<file path="src/aifr_pkg.sv">
// Purpose: Shared constants and types for the ATA identify and flush responder.
// Assumes: One clock, mclk at 250 MHz, synchronous active-low reset.
// Notes:   Identify words are built on the fly from the configuration struct.
package aifr_pkg;

	// Command opcodes.
	localparam logic [7:0] OP_FLUSH      = 8'hE7;
	localparam logic [7:0] OP_FLUSH_EXT  = 8'hEA;
	localparam logic [7:0] OP_FORMAT_TRK = 8'h50;
	localparam logic [7:0] OP_IDENTIFY   = 8'hEC;

	// Identify block geometry.
	localparam int          ID_WORDS      = 256;
	localparam logic [8:0]  ID_LAST       = 9'h0FF;
	localparam int          FIFO_DEPTH    = 8;

	// Word indices with fixed or sourced content.
	localparam logic [7:0]  W_GENCFG   = 8'h00;
	localparam logic [7:0]  W_CYL      = 8'h01;
	localparam logic [7:0]  W_HEADS    = 8'h03;
	localparam logic [7:0]  W_SPT      = 8'h06;
	localparam logic [7:0]  W_SN_FIRST = 8'h0A;
	localparam logic [7:0]  W_SN_LAST  = 8'h13;
	localparam logic [7:0]  W_RET21    = 8'h15;
	localparam logic [7:0]  W_ECC      = 8'h16;
	localparam logic [7:0]  W_FW_FIRST = 8'h17;
	localparam logic [7:0]  W_FW_LAST  = 8'h1A;
	localparam logic [7:0]  W_MN_FIRST = 8'h1B;
	localparam logic [7:0]  W_MN_LAST  = 8'h2E;
	localparam logic [7:0]  W_MULT     = 8'h2F;
	localparam logic [7:0]  W_RES48    = 8'h30;
	localparam logic [7:0]  W_CAP      = 8'h31;
	localparam logic [7:0]  W_CAP2     = 8'h32;
	localparam logic [7:0]  W_PIO_TM   = 8'h33;
	localparam logic [7:0]  W_DMA_TM   = 8'h34;
	localparam logic [7:0]  W_VALID    = 8'h35;
	localparam logic [7:0]  W_LBA_LO   = 8'h3C;
	localparam logic [7:0]  W_LBA_HI   = 8'h3D;

	// Fixed word values.
	localparam logic [15:0] V_GENCFG   = 16'h0040;
	localparam logic [15:0] V_SPT      = 16'h003F;
	localparam logic [15:0] V_4000     = 16'h4000;
	localparam logic [15:0] V_ECC      = 16'h0004;
	localparam logic [7:0]  V_MULT_HI  = 8'h80;
	localparam logic [15:0] V_CAP      = 16'h2F00;
	localparam logic [15:0] V_TIMING   = 16'h0200;
	localparam logic [15:0] V_VALID    = 16'h0007;

	// Drive identity and geometry as reported by identify.
	typedef struct packed {
		logic [15:0]  cylinders;
		logic [7:0]   heads;
		logic [7:0]   max_multiple;
		logic [31:0]  total_sectors;
		logic [159:0] serial;
		logic [63:0]  firmware;
		logic [319:0] model;
	} aifr_ident_t;

	// Command status seen by the host.
	typedef struct packed {
		logic bsy;
		logic drq;
		logic err;
	} aifr_status_t;

endpackage

</file>
<file path="src/aifr_top.sv">
// Purpose: Command handling for flush cache, format track and identify device.
// Assumes: Host-side and cache-side logic share mclk; no input needs synchronising.
// Notes:   An 8-word FIFO carries identify words from the generator to the host.

// Parameterised FIFO with valid and ready on both sides.
module aifr_fifo #(
	parameter int WIDTH = 16,
	parameter int DEPTH = 8
) (
	input  wire logic             mclk,
	input  wire logic             reset_n,
	input  wire logic             in_valid,
	output logic                  in_ready,
	input  wire logic [WIDTH-1:0] in_data,
	output logic                  out_valid,
	input  wire logic             out_ready,
	output logic      [WIDTH-1:0] out_data,
	input  wire logic             flush
);
	localparam int AW = (DEPTH > 1) ? $clog2(DEPTH) : 1;

	generate
		if (DEPTH < 2 || (DEPTH & (DEPTH - 1)) != 0) begin : g_bad_depth
			$error("aifr_fifo depth must be a power of two of at least 2.");
		end
	endgenerate

	logic [WIDTH-1:0] mem_reg [DEPTH];
	logic [AW-1:0]    wr_ptr_reg;
	logic [AW-1:0]    rd_ptr_reg;
	logic [AW:0]      count_reg;
	logic             push;
	logic             pop;

	// Handshake decode; full and empty come straight from the count.
	assign in_ready  = (count_reg != (AW+1)'(DEPTH));
	assign out_valid = (count_reg != '0);
	assign push      = in_valid && in_ready;
	assign pop       = out_valid && out_ready;
	assign out_data  = mem_reg[rd_ptr_reg];

	// Storage write.
	always_ff @(posedge mclk) begin
		if (push) begin
			mem_reg[wr_ptr_reg] <= in_data;
		end
	end

	// Pointer and count update; flush empties the queue.
	always_ff @(posedge mclk) begin
		if (!reset_n || flush) begin
			wr_ptr_reg <= '0;
			rd_ptr_reg <= '0;
			count_reg  <= '0;
		end else begin
			if (push) begin
				wr_ptr_reg <= wr_ptr_reg + 1'b1;
			end
			if (pop) begin
				rd_ptr_reg <= rd_ptr_reg + 1'b1;
			end
			count_reg <= count_reg + (AW+1)'(push) - (AW+1)'(pop);
		end
	end
endmodule

// Command interpreter and identify block generator.
module aifr_top #(
	parameter int DEPTH = aifr_pkg::FIFO_DEPTH
) (
	input  wire logic                 mclk,
	input  wire logic                 reset_n,
	input  wire logic                 cmd_valid,
	input  wire logic [7:0]           cmd_opcode,
	output logic                      cmd_ready,
	input  wire aifr_pkg::aifr_ident_t ident,
	output aifr_pkg::aifr_status_t    status,
	output logic                      intrq,
	output logic                      flush_req,
	input  wire logic                 flush_done,
	input  wire logic                 flush_err,
	output logic                      data_valid,
	input  wire logic                 data_ready,
	output logic [15:0]               data_word
);
	typedef enum logic [2:0] {
		AIFR_IDLE,
		AIFR_FLUSH,
		AIFR_FORMAT,
		AIFR_ID_FILL,
		AIFR_ID_XFER
	} aifr_state_t;

	generate
		if (DEPTH < 2 || DEPTH > aifr_pkg::ID_WORDS) begin : g_bad_depth
			$error("aifr_top FIFO depth must lie between 2 and 256.");
		end
	endgenerate

	// Picks word k of a packed string whose first character is in the top byte.
	function automatic logic [15:0] str_word(input logic [319:0] s, input int nwords,
	                                         input logic [7:0] k);
		logic [8:0] sh;
		sh = 9'(nwords - 1 - int'(k)) << 4;
		return 16'(s >> sh);
	endfunction

	// Builds the identify word at index idx; all unlisted words read zero.
	function automatic logic [15:0] id_word(input logic [7:0] idx,
	                                        input aifr_pkg::aifr_ident_t id);
		logic [15:0] w;
		w = 16'h0000;
		if (idx == aifr_pkg::W_GENCFG) begin
			w = aifr_pkg::V_GENCFG;
		end else if (idx == aifr_pkg::W_CYL) begin
			w = id.cylinders;
		end else if (idx == aifr_pkg::W_HEADS) begin
			w = {8'h00, id.heads};
		end else if (idx == aifr_pkg::W_SPT) begin
			w = aifr_pkg::V_SPT;
		end else if (idx >= aifr_pkg::W_SN_FIRST && idx <= aifr_pkg::W_SN_LAST) begin
			w = str_word({160'h0, id.serial}, 10, idx - aifr_pkg::W_SN_FIRST);
		end else if (idx == aifr_pkg::W_RET21 || idx == aifr_pkg::W_RES48
		             || idx == aifr_pkg::W_CAP2) begin
			w = aifr_pkg::V_4000;
		end else if (idx == aifr_pkg::W_ECC) begin
			w = aifr_pkg::V_ECC;
		end else if (idx >= aifr_pkg::W_FW_FIRST && idx <= aifr_pkg::W_FW_LAST) begin
			w = str_word({256'h0, id.firmware}, 4, idx - aifr_pkg::W_FW_FIRST);
		end else if (idx >= aifr_pkg::W_MN_FIRST && idx <= aifr_pkg::W_MN_LAST) begin
			w = str_word(id.model, 20, idx - aifr_pkg::W_MN_FIRST);
		end else if (idx == aifr_pkg::W_MULT) begin
			w = {aifr_pkg::V_MULT_HI, id.max_multiple};
		end else if (idx == aifr_pkg::W_CAP) begin
			w = aifr_pkg::V_CAP;
		end else if (idx == aifr_pkg::W_PIO_TM || idx == aifr_pkg::W_DMA_TM) begin
			w = aifr_pkg::V_TIMING;
		end else if (idx == aifr_pkg::W_VALID) begin
			w = aifr_pkg::V_VALID;
		end else if (idx == aifr_pkg::W_LBA_LO) begin
			w = id.total_sectors[15:0];
		end else if (idx == aifr_pkg::W_LBA_HI) begin
			w = id.total_sectors[31:16];
		end
		return w;
	endfunction

	aifr_state_t state_reg;
	aifr_state_t state_next;
	logic [8:0]  gen_idx_reg;
	logic [8:0]  rd_cnt_reg;
	logic        gen_done_reg;
	logic        bsy_reg;
	logic        drq_reg;
	logic        err_reg;
	logic        intrq_reg;
	logic        flush_req_reg;
	logic [15:0] gen_word_reg;
	logic        gen_valid_reg;

	wire         cmd_take;
	wire         is_flush;
	wire         is_format;
	wire         is_identify;
	wire         fifo_in_ready;
	wire         fifo_out_valid;
	wire         host_take;
	wire         gen_push;
	wire         gen_load;
	wire         last_read;
	wire         staged;
	wire         in_id;

	// Command decode; both flush opcodes map to the same action.
	assign cmd_ready   = (state_reg == AIFR_IDLE);
	assign cmd_take    = cmd_valid && cmd_ready;
	assign is_flush    = (cmd_opcode == aifr_pkg::OP_FLUSH)
	                     || (cmd_opcode == aifr_pkg::OP_FLUSH_EXT);
	assign is_format   = (cmd_opcode == aifr_pkg::OP_FORMAT_TRK);
	assign is_identify = (cmd_opcode == aifr_pkg::OP_IDENTIFY);

	// Identify data path terms.
	assign in_id      = (state_reg == AIFR_ID_FILL) || (state_reg == AIFR_ID_XFER);
	assign gen_push   = gen_valid_reg && fifo_in_ready;
	assign gen_load   = in_id && !gen_done_reg && (!gen_valid_reg || gen_push);
	assign host_take  = (state_reg == AIFR_ID_XFER) && fifo_out_valid && data_ready;
	assign last_read  = host_take && (rd_cnt_reg == aifr_pkg::ID_LAST);
	// Staged once the FIFO is full or the whole block has been queued.
	assign staged     = !fifo_in_ready || (gen_done_reg && !gen_valid_reg);
	assign data_valid = (state_reg == AIFR_ID_XFER) && fifo_out_valid;

	assign status    = '{bsy: bsy_reg, drq: drq_reg, err: err_reg};
	assign intrq     = intrq_reg;
	assign flush_req = flush_req_reg;

	aifr_fifo #(
		.WIDTH (16),
		.DEPTH (DEPTH)
	) u_fifo (
		.mclk      (mclk),
		.reset_n   (reset_n),
		.in_valid  (gen_valid_reg),
		.in_ready  (fifo_in_ready),
		.in_data   (gen_word_reg),
		.out_valid (fifo_out_valid),
		.out_ready (host_take),
		.out_data  (data_word),
		.flush     (state_reg == AIFR_IDLE)
	);

	// Next state selection.
	always_comb begin
		state_next = state_reg;
		case (state_reg)
			AIFR_IDLE: begin
				if (cmd_take && is_flush) begin
					state_next = AIFR_FLUSH;
				end else if (cmd_take && is_format) begin
					state_next = AIFR_FORMAT;
				end else if (cmd_take && is_identify) begin
					state_next = AIFR_ID_FILL;
				end
			end
			AIFR_FLUSH: begin
				if (flush_done || flush_err) begin
					state_next = AIFR_IDLE;
				end
			end
			AIFR_FORMAT: begin
				state_next = AIFR_IDLE;
			end
			AIFR_ID_FILL: begin
				if (staged) begin
					state_next = AIFR_ID_XFER;
				end
			end
			AIFR_ID_XFER: begin
				if (last_read) begin
					state_next = AIFR_IDLE;
				end
			end
			default: begin
				state_next = AIFR_IDLE;
			end
		endcase
	end

	// State register.
	always_ff @(posedge mclk) begin
		if (!reset_n) begin
			state_reg <= AIFR_IDLE;
		end else begin
			state_reg <= state_next;
		end
	end

	// Word generator: one word queued per free slot, index counts to 256.
	always_ff @(posedge mclk) begin
		if (!reset_n || !in_id) begin
			gen_idx_reg   <= '0;
			gen_done_reg  <= 1'b0;
			gen_valid_reg <= 1'b0;
			gen_word_reg  <= 16'h0000;
		end else if (gen_load) begin
			gen_word_reg  <= id_word(gen_idx_reg[7:0], ident);
			gen_valid_reg <= 1'b1;
			gen_idx_reg   <= gen_idx_reg + 9'h001;
			gen_done_reg  <= (gen_idx_reg == aifr_pkg::ID_LAST);
		end else if (gen_push) begin
			gen_valid_reg <= 1'b0;
		end
	end

	// Count of words the host has read.
	always_ff @(posedge mclk) begin
		if (!reset_n || !in_id) begin
			rd_cnt_reg <= '0;
		end else if (host_take) begin
			rd_cnt_reg <= rd_cnt_reg + 9'h001;
		end
	end

	// Cache flush request held until the cache reports completion or failure.
	always_ff @(posedge mclk) begin
		if (!reset_n) begin
			flush_req_reg <= 1'b0;
		end else if (state_next == AIFR_FLUSH) begin
			flush_req_reg <= 1'b1;
		end else begin
			flush_req_reg <= 1'b0;
		end
	end

	// BSY while a command runs up to its data phase; DRQ during the data phase; one-cycle interrupt when DRQ rises or a non-identify command ends.
	always_ff @(posedge mclk) begin
		if (!reset_n) begin
			bsy_reg   <= 1'b0;
			drq_reg   <= 1'b0;
			err_reg   <= 1'b0;
			intrq_reg <= 1'b0;
		end else begin
			bsy_reg   <= (state_next == AIFR_FLUSH) || (state_next == AIFR_FORMAT)
			             || (state_next == AIFR_ID_FILL);
			drq_reg   <= (state_next == AIFR_ID_XFER);
			intrq_reg <= ((state_reg == AIFR_FLUSH) && (flush_done || flush_err))
			             || (state_reg == AIFR_FORMAT)
			             || ((state_reg == AIFR_ID_FILL) && staged)
			             || (cmd_take && !is_flush && !is_format && !is_identify);
			if (cmd_take) begin
				err_reg <= !(is_flush || is_format || is_identify);
			end else if (state_reg == AIFR_FLUSH && flush_err) begin
				err_reg <= 1'b1;
			end
		end
	end
endmodule

</file>
<file path="config.mk">
export PLATFORM = sky130hd
export DESIGN_NAME = aifr_top
export DESIGN_NICKNAME = d
export VERILOG_FILES = /design/src/aifr_pkg.sv /design/src/aifr_top.sv
export SDC_FILE = /design/constraint.sdc
export NUM_CORES = 1
export LEC_CHECK = 0
export ABC_AREA = 1
export BUFFER_PORTS_ARGS = -buffer_cell sky130_fd_sc_hd__buf_2
export CAP_MARGIN = 20
export CELL_PAD_IN_SITES_DETAIL_PLACEMENT = 0
export CELL_PAD_IN_SITES_GLOBAL_PLACEMENT = 1
export CORE_AREA = 2 2 253 255
export DETAILED_ROUTE_END_ITERATION = 6
export DIE_AREA = 0 0 255 257
export PLACE_DENSITY_LB_ADDON = 0.1
export SYNTH_ARGS = -nofsm -noshare
export SYNTH_HDL_FRONTEND = slang
export SYNTH_SLANG_ARGS = --single-unit
</file>
<file path="constraint.sdc">
create_clock -name mclk -period 6.9 [get_ports mclk]
set_input_delay 0.345 -clock mclk [delete_from_list [all_inputs] [get_ports mclk]]
set_output_delay 0.345 -clock mclk [all_outputs]
set_load 0.1 [all_outputs]
</file>
==> run metrics, run 1 <==
Synth Register Bits=between 150 and 200; Core ar.=approximately 0.063 mm²; DP Wirelength=67.6 mm; hold buffers post-CTS=0; Fmax=0.211 GHz; warning count from the yosys run=0; Root Driver=clkbuf_16; Synth cell types=slightly above 50; WL per Instance=between 20 and 25 µm; VDD IR max=141 µV; area delta synth->final=30.7%; Final Hold Vio Count=0; Final ANT Viol Nets=0; clk sink count=185; buffer depth of the longest clock path=2; PnR Total Power=2.52 mW; mapped cell area=0.0144 mm²; # resized after CTS=0; Initial Util=0.229; DR iter-0 viols=1263; crit share post-route=0.687; H-tree levels=4; Rows=92; Pint=1.91 mW; Max Fanout on Critical Path=105; outcome=completed; max FFs per register=128; Die H=257 µm; CTS clk-pin slew, worst paths=0.07 ns; Synth Area per Inst=6.71 µm²; max cap viols=0; Final Max Tran Viols=0; Clock power frac=0.414; port buffer count=around 640; GPL Wtd Cong=0.903; sequential fraction of design power=0.464; Total Wirelength=84.4 mm; Power Dens Cells=134 mW/mm²; layout cells sized above 1=0.285; drt first pass iters=6; Syn Nets=2786; cts bufs inserted=17; initial antenna violation count=50; pin count of the biggest net entering global routing=203; GRT Util Overall=0.251; WP data required=7.17 ns; total setup buffers inserted after CTS=0; Filler Cell Count=~7000; LEAKAGE=around 8.3 nW; Setup-failing EPs final=0; Slew @ Worst Pin=about 1.1 ns; Post-route DRC=0; Sw Ratio=0.240; WP data arrival=5.01 ns; GR Overflow Total=0; Fin Clk Skew=about 0.010 ns; worst min path class=input pin to flip-flop; Async SR Flop Fraction=0; final cell count without fillers=3563; Setup TNS=0 ns; first-pass GRT wire length=approximately 120 mm; critical path type=flip-flop to flip-flop; RSZ-0062 raised after global routing=false; Vias=17293; register area share after synthesis=0.347; Synth Instances=2143; vias per cell=4.85; Placed Instances=between 3000 and 4000; reg2reg path depth=18; minimum clock period=4.74 ns; IO Pins=645; die width=between 200 and 300 µm; die area=0.0655 mm²; Logic pwr share=0.122; CP Capture Type=flip-flop; nets=roughly 3300; vias in the first global route=around 18000; commonest register cell after synthesis=edfxtp_1; startpoint types=flip-flop; clk_lat worst skew=0.44 ns; Hold WS=roughly 0.12 ns; Slew headroom=0.272; Switch Pwr=0.606 mW; Post-synth EDFFs=128; hold path depth=3; TritonCTS clock tree=built
per-layer routing:
| metal | vias up | GRT usage | routed length [µm] |
|---|---|---|---|
| met4 | 28 | 0.0536 | 1470 |
| met5 | - | 0 | 170 |
| met2 | 644 | 0.450 | 42400 |
| met3 | 95 | 0.0524 | 5940 |
| met1 | 8166 | 0.307 | 34400 |
| li1 | 8360 | - | - |
critical path, cell delays in order, from the launching register on:
cell and delay [ns]:
dfxtp_4 0.91, inv_8 0.42, ha_4 0.72, clkinv_2 0.72, buf_4 0.56, nand3_1 0.16
nand3_1 0.09, nand3_1 0.11, nand3_1 0.10, nand2_1 0.15, nand2_1 0.06, nand2_1 0.05
nand2_1 0.05, nand2_1 0.06, nand2_1 0.08, nand2_1 0.06, nand2_1 0.05, nand2_1 0.08
a21oi_1 0.06
path summary, 6_finish.rpt:
path                                                  start                      endpoint  slack, ns
worst min-delay path                                reset_n       state_reg[1]$_SDFF_PN0_       0.12
worst max register to register  gen_idx_reg[0]$_SDFFE_PP0P_  gen_word_reg[2]$_SDFFE_PP0P_       2.16
worst min register to register    gen_done_reg$_SDFFE_PP0P_    gen_valid_reg$_SDFFE_PP0P_       0.44
worst max-delay path            gen_idx_reg[0]$_SDFFE_PP0P_  gen_word_reg[2]$_SDFFE_PP0P_       2.16
stage by stage:
step	setup slack (ns)	utilization	cell area, µm²
after CTS	2.12	0.298	18700
after global placement	2.17	0.288	18100
final	2.16	0.300	18800
after global routing	1.74	0.299	18800
after detailed placement	2.14	0.288	18100
after floorplan	3.81	-	14400
Yosys cell counts, types with 6 or more instances:
library cell  number  share of area
nand2_1          574           0.15
nand3_1          298           0.10
nor2_1           272          0.071
o21ai_0          217          0.076
edfxtp_1         128           0.27
a21oi_1           94          0.033
inv_1             89          0.023
dfxtp_1           57          0.079
buf_2             54          0.019
o22ai_1           50          0.022
clkbuf_1          48          0.013
o21a_1            29          0.015
buf_4             26          0.014
o21ai_1           26         0.0090
a31oi_1           22         0.0096
ha_1              20          0.017
mux2i_1           16          0.011
inv_2             15         0.0039
nor3_1            13         0.0045
a21oi_2           10         0.0061
buf_6             10         0.0078
buf_1              9         0.0023
nor4_1             7         0.0030
nor2_4             6         0.0047
or2_2              6         0.0026
cells in the final DEF, fill, tap and decap left out, types with 3 or more instances in the layout:
master / instances
nor2_4: 6
inv_8: 4
nor4_1: 7
a31oi_1: 22
o21ai_1: 26
o21a_1: 29
a21oi_1: 94
mux2i_1: 16
bufinv_16: 3
buf_4: 17
nand2_2: 3
inv_1: 88
clkbuf_16: 17
clkinv_1: 5
dfxtp_1: 54
nor2_2: 12
o21ai_0: 217
o211ai_1: 3
inv_6: 4
nand3_1: 298
nand2_1: 574
nor3_1: 13
edfxtp_1: 128
nand4_1: 5
ha_1: 19
nor2_1: 264
nand2_4: 3
diode_2: 24
o22ai_1: 50
or2_2: 6
a21oi_2: 10
buf_2: 644
inv_2: 16
power by group through the flow:
stage / clock network [mW] / logic, mW / registers, mW
2_1_floorplan: 0 / 0.0749 / 1.20
3_3_place_gp: 0 / 0.312 / 1.20
3_5_place_dp: 0 / 0.308 / 1.20
4_1_cts: 1.06 / 0.310 / 1.17
5_1_grt: 1.11 / 0.335 / 1.17
6_report: 1.04 / 0.307 / 1.17
layout make-up:
cell class              instances  area (µm²)  area share
multi-input cells            1703        8230       0.438
repair buffers                665        3420       0.182
well taps                     846        1060      0.0563
clock inverters                14         186     0.00992
flip-flops and latches        185        4990       0.266
inverters                     108         414      0.0220
clock buffers                  18         429      0.0228
diodes                         24        60.1     0.00320
cell families after synthesis:
| family | count (synthesis) | share of synthesized area |
|---|---|---|
| AOI/OAI and AO/OA | 459 | 0.177 |
| muxes | 16 | 0.0111 |
| adders and majority gates | 21 | 0.0188 |
| buffers and inverters | 255 | 0.0834 |
| DFF | 185 | 0.347 |
| and+or+nand+nor | 1200 | 0.355 |
| xor gates and xnor gates | 7 | 0.00740 |
Note: power is estimated with default switching activity, not from simulation.
==> run 2, diff against run 1 <==
- CORE_AREA: 2 2 253 255 -> 2 2 250 252
- DIE_AREA: 0 0 255 257 -> 0 0 252 254
- clock period: 6.9 -> 4.2 ns (I/O delays scaled with it)
==> run metrics, run 2 (synthesized netlist as in run 1, its figures left out) <==
CTS clk-pin slew, worst paths=0.07 ns; commonest non-fill, non-tap cell in the layout=buf_2; startpoint types=flip-flop; Fin Clk Skew=0.0146 ns; hold buffers post-CTS=1; Reg area=~0.005 mm²; area delta synth->final=30.8%; vias per cell=around 4.9; Vias=roughly 17000; Total Wirelength=83.1 mm; RSZ-0062 raised after global routing=false; busiest grt layer=met2; max cap viols=0; multi-input logic area=approximately 0.0082 mm²; Setup TNS=0 ns; port buffer count=644; Core ar.=0.0613 mm²; commonest non-fill, non-tap cells in the layout=buf_2, nand2_1, nand3_1; die area=between 0.06 and 0.07 mm²; Hold Startpoint=ident[601]; Fmax=0.285 GHz; H-tree levels=4; IO Pins=645; met3 GRT Util=0.0549; drt first pass iters=5; VDD IR max=249 µV; worst reg2reg path startpoint=gen_idx_reg[1]$_SDFFE_PP0P_; Slew headroom=0.351; Initial Util=0.235; first-pass GRT wire length=approximately 120 mm; minimum clock period=3.51 ns; GR met1 Demand/Resource=0.302; clk_lat worst skew=0.43 ns; RR Endpoint=gen_word_reg[1]$_SDFFE_PP0P_; LEAKAGE=8.38 nW; clk sink count=185; cts bufs inserted=17; crit share post-route=0.835; WL per Instance=23.6 µm; Final Max Tran Viols=0; die width=~250 µm; CP Capture Type=flip-flop; Root Driver=clkbuf_16; Setup-failing EPs final=0; Final ANT Viol Nets=0; vias in the first global route=17620; nets=3334; worst reg-to-reg setup slack=0.69 ns; Slew @ Worst Pin=0.967 ns; TritonCTS clock tree=built; Final Hold Vio Count=0; CP startpoint=gen_idx_reg[1]$_SDFFE_PP0P_; Die H=254 µm; pin count of the biggest net entering global routing=167; worst min path class=input pin to flip-flop; hold path depth=5; reg2reg path depth=15; Filler Cell Count=~7000; Power Dens Cells=215 mW/mm²; met2 GRT Util=0.470; Post-route DRC=0; critical path type=flip-flop to flip-flop; hold-critical path endpoint=gen_word_reg[9]$_SDFFE_PP0P_; Rows=91; DR iter-0 viols=1104; outcome=completed; WP data required=4.54 ns; PnR Total Power=slightly above 4 mW; # resized after CTS=0; Max Fanout on Critical Path=38; layout cells sized above 1=0.286; WP data arrival=3.84 ns; initial antenna violation count=40; GRT Util Overall=0.254; GR Overflow Total=0; total setup buffers inserted after CTS=0; DP Wirelength=67.4 mm; max FFs per register=approximately 130; utilization after layout=0.307; buffer depth of the longest clock path=2; GPL Wtd Cong=0.892
==> run 2: cell types whose count changed in the layout (fill, tap and decap cells not counted), sizes merged <==
| cell | change |
|---|---|
| buf | +10 |
| diode | -2 |
| clkinv | +2 |
| bufinv | -1 |
| inv | -3 |
| clkbuf | +2 |
| dlygate4sd3 | +1 |
==> run 2: worst max path at each step <==
stage                                     to  slack, ns
2_1_floorplan                   data_word[0]       1.25
3_3_place_gp   gen_word_reg[14]$_SDFFE_PP0P_       0.77
3_5_place_dp   gen_word_reg[14]$_SDFFE_PP0P_       0.73
4_1_cts        gen_word_reg[14]$_SDFFE_PP0P_       0.69
5_1_grt        gen_word_reg[14]$_SDFFE_PP0P_       0.41
6_report        gen_word_reg[1]$_SDFFE_PP0P_       0.69
==> run 2: per-stage QoR <==
step | instance area (µm²) | hold slack [ns] | setup WS (ns) | cells
floorplan | 14400 | 0.308 | 1.25 | 2143
global placement | 18100 | 0.418 | 0.768 | 3459
detailed placement | 18200 | 0.433 | 0.727 | 3461
CTS | 18800 | 0.149 | 0.691 | 3494
global route | 18800 | 0.168 | 0.411 | 3506
finish | 18800 | 0.159 | 0.691 | 3516
==> run 2: report_power, final <==
group          internal (mW)  switching (mW)
logic                  0.266           0.243
clock network          0.887           0.717
registers               1.92        0.000513
total                   3.08           0.960
==> run 2: layout make-up <==
cell class	instances	share of cell area
antenna	22	0.00293
clock buffer	20	0.0232
clock inverter	12	0.00725
inverter	108	0.0220
multi-input combinational	1703	0.438
sequential	185	0.265
tap	790	0.0526
timing repair buffer	676	0.189
==> run 2: layer usage <==
metal	vias up	part of all wire
met3	90	0.061
li1	8386	-
met2	578	0.51
met1	8160	0.41
met5	-	0.0018
met4	24	0.016
==> run 2: critical path, stage by stage (launching register included) <==
cell and delay [ns]:
dfxtp_1 0.59, inv_2 0.30, ha_4 0.38, clkinv_2 0.50
buf_12 0.39, nand3_1 0.10, nand3_1 0.10, nand3_1 0.11
nand3_1 0.16, a21oi_1 0.26, o21ai_1 0.11, nand2_1 0.10
nand2_1 0.06, nand2_1 0.06, nand2_1 0.05, a21oi_1 0.12
